`src/rtl/sptm_pkg.sv`:
```
/*
  Shared constants of the scan timer: clock rate, time-base periods,
  timer index ranges, count limit, register map and field positions.
  Assumes a single 20 MHz core clock and a 16-bit register port.
*/
package sptm_pkg;

  // ----------------------------------------------------------------
  // clock and time bases
  // ----------------------------------------------------------------
  localparam int unsigned CLK_HZ         = 20_000_000;
  localparam int unsigned CYCLES_PER_MS  = CLK_HZ / 1000;
  localparam int unsigned TB_FAST_MS     = 10;
  localparam int unsigned TB_MID_MS      = 100;
  localparam int unsigned TB_SLOW_MS     = 1000;
  localparam int unsigned TB_FAST_CYCLES = CYCLES_PER_MS * TB_FAST_MS;
  localparam int unsigned TB_MID_CYCLES  = CYCLES_PER_MS * TB_MID_MS;
  localparam int unsigned TB_SLOW_CYCLES = CYCLES_PER_MS * TB_SLOW_MS;

  // ----------------------------------------------------------------
  // timer index ranges that pick the time base
  // ----------------------------------------------------------------
  localparam int unsigned IDX_FAST_LAST  = 511;
  localparam int unsigned IDX_MID_LAST   = 767;
  localparam int unsigned IDX_LAST       = 1023;

  // ----------------------------------------------------------------
  // count
  // ----------------------------------------------------------------
  localparam int unsigned CNT_W          = 16;
  localparam logic [15:0] COUNT_LIMIT    = 16'h7FFF;
  localparam logic [15:0] COUNT_RESET    = 16'h0000;

  // ----------------------------------------------------------------
  // register map
  // ----------------------------------------------------------------
  localparam int unsigned ADDR_W         = 8;
  localparam int unsigned DATA_W         = 16;
  localparam logic [7:0]  ADDR_CTRL      = 8'h00;
  localparam logic [7:0]  ADDR_PRESET    = 8'h04;
  localparam logic [7:0]  ADDR_COUNT     = 8'h08;
  localparam logic [7:0]  ADDR_FLAGS     = 8'h0C;
  localparam logic [7:0]  ADDR_IRQ_STAT  = 8'h10;
  localparam logic [7:0]  ADDR_IRQ_MASK  = 8'h14;
  localparam int unsigned CTRL_STOP_BIT  = 0;
  localparam int unsigned CTRL_SRC_BIT   = 1;
  localparam logic [1:0]  CTRL_RESET     = 2'h0;
  localparam logic [15:0] PRESET_RESET   = 16'h0000;
  localparam int unsigned FLAG_CONTACT   = 0;
  localparam int unsigned FLAG_TIME_UP   = 1;
  localparam int unsigned FLAG_ENABLE    = 2;

  // ----------------------------------------------------------------
  // interrupt events
  // ----------------------------------------------------------------
  localparam int unsigned EVT_TIME_UP    = 0;
  localparam int unsigned EVT_SATURATE   = 1;
  localparam int unsigned EVT_W          = 2;
  localparam logic [1:0]  IRQ_RESET      = 2'h0;

endpackage

```
`src/rtl/sptm_irq_if.sv`:
```
/*
  Carrier between the timer core and its interrupt register block.
  Assumes both ends run on the same core clock.
*/
`timescale 1ns/1ps
`default_nettype none
interface sptm_irq_if;
  import sptm_pkg::*;
  logic [EVT_W-1:0] event_set;
  logic [EVT_W-1:0] wdata;
  logic             clr_we;
  logic             mask_we;
  logic [EVT_W-1:0] status;
  logic [EVT_W-1:0] mask;

  modport core (output event_set, output wdata, output clr_we, output mask_we,
                input status, input mask);
  modport regs (input event_set, input wdata, input clr_we, input mask_we,
                output status, output mask);
endinterface
`default_nettype wire

```
`src/rtl/sptm_scan_timer.sv`:
```
/*
  One non-retentive scan timer with constant or register preset,
  stop-at-preset option, register port and interrupt output.
  Assumes the instruction engine pulses scan_exec once per program scan
  and drives timer_enable as the rung's enable level.
*/
// The plain strobed port and the register addresses were decided locally.
`timescale 1ns/1ps
`default_nettype none
module sptm_scan_timer
  import sptm_pkg::*;
#(
  parameter int unsigned TIMER_INDEX  = 0,
  parameter logic [15:0] PRESET_CONST = 16'h03E8,
  parameter int unsigned FAST_CYCLES  = TB_FAST_CYCLES,
  parameter int unsigned MID_CYCLES   = TB_MID_CYCLES,
  parameter int unsigned SLOW_CYCLES  = TB_SLOW_CYCLES
)
(
  // clock and reset
  input  wire logic              core_clk,
  input  wire logic              resetn,
  // ladder program side
  input  wire logic              timer_enable,
  input  wire logic              scan_exec,
  output logic                   timer_contact,
  output logic                   time_up_flag,
  output logic [CNT_W-1:0]       current_count,
  // register port
  input  wire logic [ADDR_W-1:0] reg_addr,
  input  wire logic [DATA_W-1:0] reg_wdata,
  input  wire logic              reg_wr,
  input  wire logic              reg_rd,
  output logic [DATA_W-1:0]      reg_rdata,
  // interrupt
  output logic                   irq
);

  // elaboration checks: no index beyond the last timer, no preset the count cannot reach
  if (TIMER_INDEX > IDX_LAST)
  begin
    $error("sptm_scan_timer: TIMER_INDEX out of range");
  end
  if (PRESET_CONST > COUNT_LIMIT)
  begin
    $error("sptm_scan_timer: PRESET_CONST above count limit");
  end

  // ----------------------------------------------------------------
  // time base
  // ----------------------------------------------------------------
  logic tick_fast;
  logic tick_mid;
  logic tick_slow;
  logic tb_tick;

  sptm_tick_gen #(.PERIOD(FAST_CYCLES)) u_tb_fast
  (
    .core_clk (core_clk),
    .resetn   (resetn),
    .tick     (tick_fast)
  );

  sptm_tick_gen #(.PERIOD(MID_CYCLES)) u_tb_mid
  (
    .core_clk (core_clk),
    .resetn   (resetn),
    .tick     (tick_mid)
  );

  sptm_tick_gen #(.PERIOD(SLOW_CYCLES)) u_tb_slow
  (
    .core_clk (core_clk),
    .resetn   (resetn),
    .tick     (tick_slow)
  );

  // index fixes the base at build time; dividers run free so a base is shared
  assign tb_tick = (TIMER_INDEX <= IDX_FAST_LAST) ? tick_fast :
                   (TIMER_INDEX <= IDX_MID_LAST)  ? tick_mid  : tick_slow;

  // ----------------------------------------------------------------
  // control registers
  // ----------------------------------------------------------------
  logic              stop_at_preset_select;
  logic              preset_from_reg;
  logic [15:0]       preset_reg;
  logic              next_stop;
  logic              next_src;
  logic [15:0]       next_preset_reg;
  logic [15:0]       preset_value;
  logic              wr_ctrl;

  assign wr_ctrl = reg_wr && (reg_addr == ADDR_CTRL);

  always_comb
  begin
    next_stop       = stop_at_preset_select;
    next_src        = preset_from_reg;
    next_preset_reg = preset_reg;
    if (wr_ctrl)
    begin
      next_stop = reg_wdata[CTRL_STOP_BIT];
      next_src  = reg_wdata[CTRL_SRC_BIT];
    end
    if (reg_wr && (reg_addr == ADDR_PRESET))
      next_preset_reg = reg_wdata;
  end

  always_ff @(posedge core_clk or negedge resetn)
  begin
    if (!resetn)
    begin
      stop_at_preset_select <= CTRL_RESET[CTRL_STOP_BIT];
      preset_from_reg       <= CTRL_RESET[CTRL_SRC_BIT];
      preset_reg            <= PRESET_RESET;
    end
    else
    begin
      stop_at_preset_select <= next_stop;
      preset_from_reg       <= next_src;
      preset_reg            <= next_preset_reg;
    end
  end

  // register preset is read live, so a rewrite while running takes effect at once
  assign preset_value = preset_from_reg ? preset_reg : PRESET_CONST;

  // ----------------------------------------------------------------
  // count and time-up
  // ----------------------------------------------------------------
  logic [CNT_W-1:0] next_count;
  logic             next_contact;
  logic             next_time_up;
  logic             reached;

  assign reached = (current_count >= preset_value);

  always_comb
  begin
    next_count   = current_count;
    next_contact = timer_contact;
    next_time_up = time_up_flag;
    if (!timer_enable)
    begin
      next_count   = COUNT_RESET;
      next_contact = 1'b0;
      next_time_up = 1'b0;
    end
    else
    begin
      if (tb_tick)
      begin
        if (stop_at_preset_select && reached)
          next_count = preset_value;
        else if (current_count < COUNT_LIMIT)
          next_count = current_count + 16'h0001;
      end
      // contact and time-up outputs follow the program scan, as the ladder sees them
      if (scan_exec)
      begin
        next_contact = reached;
        next_time_up = reached;
      end
    end
  end

  always_ff @(posedge core_clk or negedge resetn)
  begin
    if (!resetn)
    begin
      current_count <= COUNT_RESET;
      timer_contact <= 1'b0;
      time_up_flag  <= 1'b0;
    end
    else
    begin
      current_count <= next_count;
      timer_contact <= next_contact;
      time_up_flag  <= next_time_up;
    end
  end

  // ----------------------------------------------------------------
  // interrupts
  // ----------------------------------------------------------------
  sptm_irq_if irq_bus ();

  // one process drives the whole event vector, so each bit has a single driver
  always_comb
  begin
    irq_bus.event_set               = {EVT_W{1'b0}};
    irq_bus.event_set[EVT_TIME_UP]  = next_time_up && !time_up_flag;
    irq_bus.event_set[EVT_SATURATE] = (next_count == COUNT_LIMIT) && (current_count != COUNT_LIMIT);
  end

  assign irq_bus.wdata                   = reg_wdata[EVT_W-1:0];
  assign irq_bus.clr_we                  = reg_wr && (reg_addr == ADDR_IRQ_STAT);
  assign irq_bus.mask_we                 = reg_wr && (reg_addr == ADDR_IRQ_MASK);

  sptm_irq_regs u_irq
  (
    .core_clk (core_clk),
    .resetn   (resetn),
    .irq_bus  (irq_bus),
    .irq      (irq)
  );

  // ----------------------------------------------------------------
  // read port
  // ----------------------------------------------------------------
  logic [DATA_W-1:0] next_rdata;

  // unmapped addresses read as zero; data stand for one cycle only
  always_comb
  begin
    next_rdata = 16'h0000;
    if (reg_rd)
    begin
      case (reg_addr)
        ADDR_CTRL:
        begin
          next_rdata[CTRL_STOP_BIT] = stop_at_preset_select;
          next_rdata[CTRL_SRC_BIT]  = preset_from_reg;
        end
        ADDR_PRESET:
          next_rdata = preset_reg;
        ADDR_COUNT:
          next_rdata = current_count;
        ADDR_FLAGS:
        begin
          next_rdata[FLAG_CONTACT] = timer_contact;
          next_rdata[FLAG_TIME_UP] = time_up_flag;
          next_rdata[FLAG_ENABLE]  = timer_enable;
        end
        ADDR_IRQ_STAT:
          next_rdata[EVT_W-1:0] = irq_bus.status;
        ADDR_IRQ_MASK:
          next_rdata[EVT_W-1:0] = irq_bus.mask;
        default:
          next_rdata = 16'h0000;
      endcase
    end
  end

  always_ff @(posedge core_clk or negedge resetn)
  begin
    if (!resetn)
      reg_rdata <= 16'h0000;
    else
      reg_rdata <= next_rdata;
  end

  // ----------------------------------------------------------------
  // checks
  // ----------------------------------------------------------------
  en_clear_a: assert property (
    @(posedge core_clk) disable iff (!resetn)
    !timer_enable |=> (current_count == 16'h0000) && !timer_contact && !time_up_flag)
    else $error("disable did not clear timer");

  time_up_a: assert property (
    @(posedge core_clk) disable iff (!resetn)
    (timer_enable && scan_exec && reached) |=> (timer_contact && time_up_flag))
    else $error("time-up not flagged on scan");

  count_step_a: assert property (
    @(posedge core_clk) disable iff (!resetn)
    (timer_enable && tb_tick && !stop_at_preset_select && current_count < COUNT_LIMIT)
      |=> current_count == $past(current_count) + 16'h0001)
    else $error("count did not advance by one");

  no_tick_a: assert property (
    @(posedge core_clk) disable iff (!resetn)
    (timer_enable && !tb_tick) |=> $stable(current_count))
    else $error("count moved without a tick");

  saturate_a: assert property (
    @(posedge core_clk) disable iff (!resetn)
    (timer_enable && !stop_at_preset_select && current_count == COUNT_LIMIT)
      |=> current_count == COUNT_LIMIT)
    else $error("count left its limit");

  hold_preset_a: assert property (
    @(posedge core_clk) disable iff (!resetn)
    (timer_enable && stop_at_preset_select && tb_tick && reached)
      |=> current_count == $past(preset_value))
    else $error("count not held at preset");

  zero_preset_a: assert property (
    @(posedge core_clk) disable iff (!resetn)
    (timer_enable && scan_exec && preset_value == 16'h0000) ##1 timer_enable [*2]
      |-> timer_contact && time_up_flag)
    else $error("zero preset not flagged after scan");

  reg_preset_a: assert property (
    @(posedge core_clk) disable iff (!resetn)
    (timer_enable && scan_exec && preset_from_reg && current_count < preset_reg)
      |=> !timer_contact)
    else $error("register preset not honoured");

  stop_write_a: assert property (
    @(posedge core_clk) disable iff (!resetn)
    $changed(stop_at_preset_select) |-> $past(wr_ctrl))
    else $error("stop option changed without write");

endmodule
`default_nettype wire

```
`src/rtl/sptm_tick_gen.sv`:
```
/*
  Free-running divider giving a one-cycle tick every PERIOD cycles.
  Assumes the core clock and asynchronous active-low reset.
*/
`timescale 1ns/1ps
`default_nettype none
module sptm_tick_gen
  import sptm_pkg::*;
#(
  parameter int unsigned PERIOD = TB_FAST_CYCLES
)
(
  // clock and reset
  input  wire logic core_clk,
  input  wire logic resetn,
  // tick
  output logic      tick
);

  // refused at elaboration: a period of one would leave tick stuck high
  if (PERIOD < 2)
  begin
    $error("sptm_tick_gen: PERIOD must be at least 2");
  end

  logic [31:0] div_cnt;
  logic [31:0] next_div_cnt;
  logic        next_tick;

  always_comb
  begin
    next_tick    = (div_cnt == 32'(PERIOD - 1));
    next_div_cnt = next_tick ? 32'h0000_0000 : div_cnt + 32'h0000_0001;
  end

  always_ff @(posedge core_clk or negedge resetn)
  begin
    if (!resetn)
    begin
      div_cnt <= 32'h0000_0000;
      tick    <= 1'b0;
    end
    else
    begin
      div_cnt <= next_div_cnt;
      tick    <= next_tick;
    end
  end

endmodule
`default_nettype wire

```
`src/rtl/sptm_irq_regs.sv`:
```
/*
  Sticky interrupt status with write-one-to-clear, mask and one level irq.
  Assumes the core drives one-cycle event pulses and write strobes.
*/
`timescale 1ns/1ps
`default_nettype none
module sptm_irq_regs
  import sptm_pkg::*;
(
  // clock and reset
  input  wire logic core_clk,
  input  wire logic resetn,
  // core side
  sptm_irq_if.regs  irq_bus,
  // interrupt
  output logic      irq
);

  logic [EVT_W-1:0] status;
  logic [EVT_W-1:0] mask;
  logic [EVT_W-1:0] next_status;
  logic [EVT_W-1:0] next_mask;
  logic             next_irq;

  // a new event beats a clear in the same cycle
  always_comb
  begin
    next_status = status;
    if (irq_bus.clr_we)
      next_status = next_status & ~irq_bus.wdata;
    next_status = next_status | irq_bus.event_set;
    next_mask   = irq_bus.mask_we ? irq_bus.wdata : mask;
    next_irq    = |(next_status & next_mask);
  end

  always_ff @(posedge core_clk or negedge resetn)
  begin
    if (!resetn)
    begin
      status <= IRQ_RESET;
      mask   <= IRQ_RESET;
      irq    <= 1'b0;
    end
    else
    begin
      status <= next_status;
      mask   <= next_mask;
      irq    <= next_irq;
    end
  end

  assign irq_bus.status = status;
  assign irq_bus.mask   = mask;

endmodule
`default_nettype wire

```
`config.mk`:
```
export PLATFORM = sky130hd
export DESIGN_NAME = sptm_scan_timer
export DESIGN_NICKNAME = d
export VERILOG_FILES = /design/src/rtl/sptm_pkg.sv /design/src/rtl/sptm_irq_if.sv /design/src/rtl/sptm_scan_timer.sv /design/src/rtl/sptm_tick_gen.sv /design/src/rtl/sptm_irq_regs.sv
export SDC_FILE = /design/constraint.sdc
export NUM_CORES = 1
export LEC_CHECK = 0
export BUFFER_PORTS_ARGS = -buffer_cell sky130_fd_sc_hd__buf_2
export CAP_MARGIN = 0
export CORE_MARGIN = 2
export CORE_UTILIZATION = 35
export DETAILED_ROUTE_END_ITERATION = 16
export SYNTH_ARGS = -nofsm -noshare
export SYNTH_HDL_FRONTEND = slang
export SYNTH_SLANG_ARGS = --single-unit
```
`constraint.sdc`:
```
create_clock -name core_clk -period 4.52 [get_ports core_clk]
set_clock_uncertainty 0.15 [all_clocks]
set_input_delay 0.226 -clock core_clk [delete_from_list [all_inputs] [get_ports core_clk]]
set_output_delay 0.226 -clock core_clk [all_outputs]
set_load 0.005 [all_outputs]
```
==> summary.txt <==
Status
  • Run status: finished, final reports clean

Synthesis
  • Synth warnings: 0
  • Syn_area_per_cell: 10.4 um^2
  • Commonest cells post-synth: 90 x dfrtp_1, 44 x nor2_1, 43 x nand2_1, 24 x nand3_1, 21 x mux2_2
  • Post-synth EDFFs: 0
  • Synthesized instance count: 482
  • Synth cell types: 70
  • Sequential fraction of the synthesis area: 45.1%
  • Ys async rst share: 100%
  • Primary FF master, synth: dfrtp_1
  • Synth top area share: 45.1%
  • Register bit total from synthesis: 90
  • Synthesized Nets: 530
  • Synth top area cells: dfrtp_1 45%, mux2_2 4.7%, ha_1 4.5%
  • Leading area contributor after synthesis: dfrtp_1
  • Mapped Area: 4990 um^2
  • Most common cell in the synthesized netlist: dfrtp_1

Worst setup path
  • Worst path max stage delay: 0.70 ns
  • CP dominant cell by count: a21oi_1
  • Setup crit start kind: flip-flop
  • Crit-path slowest cell: dfrtp_1
  • Worst Reg-to-Reg Cells: 13
  • CP Data Arrival Time: 4.33 ns
  • Critical path type: reg -> reg
  • CP required: 4.66 ns
  • CP cell instances: clkinvlp_4 > nor2_1 > ha_1 > a21oi_1 > o21ai_0 > a211o_2 > o21ai_2 > buf_4 > a21oi_1 > o31ai_1 > nand4_2 > o31ai_2 > a22o_1
  • Crit path max fanout: 16
  • Kind of end point of the critical path: flip-flop

Detailed routing
  • Drt total wl: 13100 um
  • Antenna Violating Nets Remaining: 0
  • Vias: 4110
  • Initial DRT Pass Iterations: 4
  • Avg WL per Cell: 17.5 um
  • Starting DRT DRC Count: 263
  • Vias per std cell: 5.50
  • DRC viols: 0

Placement
  • IO Port Bufs: 64
  • Gpl congestion: 0.905
  • Setup Slack @ Placement: 0.386 ns
  • Post-DP HPWL: 9600 um

Clocking
  • Max Root-Sink Buffers: 2
  • Worst-path clk slew: 0.07 ns
  • CTS sink cnt: 90
  • CTS tree: done
  • Root Buffer: clkbuf_16
  • Total CTS buffers: 9
  • Worst-skew pair later-pin latency: 0.36 ns
  • H-tree levels: 3

Final layout
  • Synth-to-layout area growth: 19.4%
  • Final net count: 610
  • Layout cells sized above 1: 23.5%
  • Max reg flops: 32
  • Most flop-heavy register: u_tb_fast.div_cnt
  • Ant. Diodes: 0

Die
  • Row count: 43
  • Die extent in x: 123 um
  • Die area: 15200 um^2
  • Die height: 123 um
  • Placeable Area: 13900 um^2
  • Total I/O pin count: 65
  • Starting Density: 35.8%

Worst hold path
  • Worst Hold Class: in -> reg
  • Hold Path Depth: 3

Global route
  • Initial antenna violation count: 0
  • GRT overflow: 0
  • First-pass GRT wire length: 20800 um
  • Tot GR Track Use: 17.9%
  • Largest net degree at the start of global routing: 91
  • Vias in the first global route: 3994

STA
  • Tcrit/Tclk final: 92.7%
  • Worst slew margin: 22.2%
  • Worst setup margin: 0.332 ns
  • Fin. max-slew vios: 0
  • Max Clk Rate: 0.239 GHz
  • Slew @ Worst Pin: 1.17 ns
  • RSZ-0062 raised after global routing: no
  • TNS Setup: 0 ns
  • Worst hold slack: 0.0331 ns
  • Min Tclk post-route: 4.19 ns
  • Hold Violations, Final: 0
  • Setup violators final: 0

Power and ir drop
  • Pwr dens: 305 nW/um^2
  • Leak pwr: 2.72 nW
  • Maximum vdd ir drop: 0.236 mV
  • Design Power: 1.82 mW

Flow run
  • Max Cap Viol: 0
[repair_timing]
action	in CTS	in global routing
endpoints found under the hold margin	30	0
setup endpoints to repair	0	1
hold buffers	17	0
buffers inserted	0	0
resized for setup	0	1
[power by group]
part	switching (mW)	internal, mW	leakage, nW
Sequential	0.0203	0.821	1.23
Combinational	0.114	0.0857	1.35
Clock	0.338	0.438	0.149
[layout by cell type, fill, tap and decap left out, drive strengths merged, types with 9 or more instances in the layout]
cell	netlist	final
mux2	22	22
nand4	14	14
buf	9	72
xor2	15	15
dfrtp	90	90
a21oi	11	11
xnor2	17	17
dlygate4sd3	0	17
nor2	44	44
nor2b	17	17
nand2	43	43
a22oi	14	14
clkbuf	11	9
inv	10	13
nand3	24	24
o21ai	15	15
ha	18	18
[worst max-delay path: cells and delay by family, from the launching register on]
family,cells,cell delay (ns)
compound gates,8,1.97
fa+ha+maj,1,0.28
flops,1,0.70
simple gates,2,0.38
buf+inv,2,0.63
[kinds of logic (layout without fill, tap and decap cells)]
kind of cell               after synthesis  in the layout  synth area share [%]
and+or+nand+nor                        198            198                  22.0
DFF                                     90             90                  45.1
AOI/OAI and AO/OA                       84             84                  12.7
xor gates and xnor gates                32             32                  5.61
buffers and inverters                   31            116                  3.26
muxes                                   29             29                  6.86
adders and majority gates               18             18                  4.51
[worst paths after layout]
check / start / to / slack, ns
max: preset_from_reg / u_irq.irq / 0.33
min: reg_wdata[1] / preset_from_reg / 0.03
max reg2reg: preset_from_reg / u_irq.irq / 0.33
min reg2reg: u_tb_fast.div_cnt[31] / u_tb_fast.div_cnt[31] / 0.34
max in group asynchronous: resetn / preset_reg[1] / 2.97
min in group asynchronous: resetn / current_count[15] / 0.45
[layer usage]
layer / global-route usage, % / share of wire (%) / vias to the layer above
li1: - / - / 1935
met3: 4.29 / 6.2 / 31
met1: 23.9 / 46 / 2003
met2: 27.6 / 45 / 141
met4: 7.81 / 3.0 / 0
met5: 0 / 0 / -
[layout make-up]
| cell class | count | area [um^2] |
|---|---|---|
| Multi-Input combinational cell | 361 | 2580 |
| Timing Repair Buffer | 89 | 553 |
| Inverter | 11 | 45.0 |
| Tap cell | 180 | 225 |
| Sequential cell | 90 | 2250 |
| Fill cell | 1336 | 7970 |
| Clock buffer | 9 | 225 |
| Clock inverter | 7 | 83.8 |
[stage by stage]
step	instance area, um^2	cells	util, %
3_5_place_dp	5480	714	39.3
4_1_cts	5960	747	42.8
6_report	5960	747	42.8
3_3_place_gp	5480	714	39.3
5_1_grt	5960	747	42.8
2_1_floorplan	4990	482	-
No activity file was read; power rests on OpenSTA's default activity.
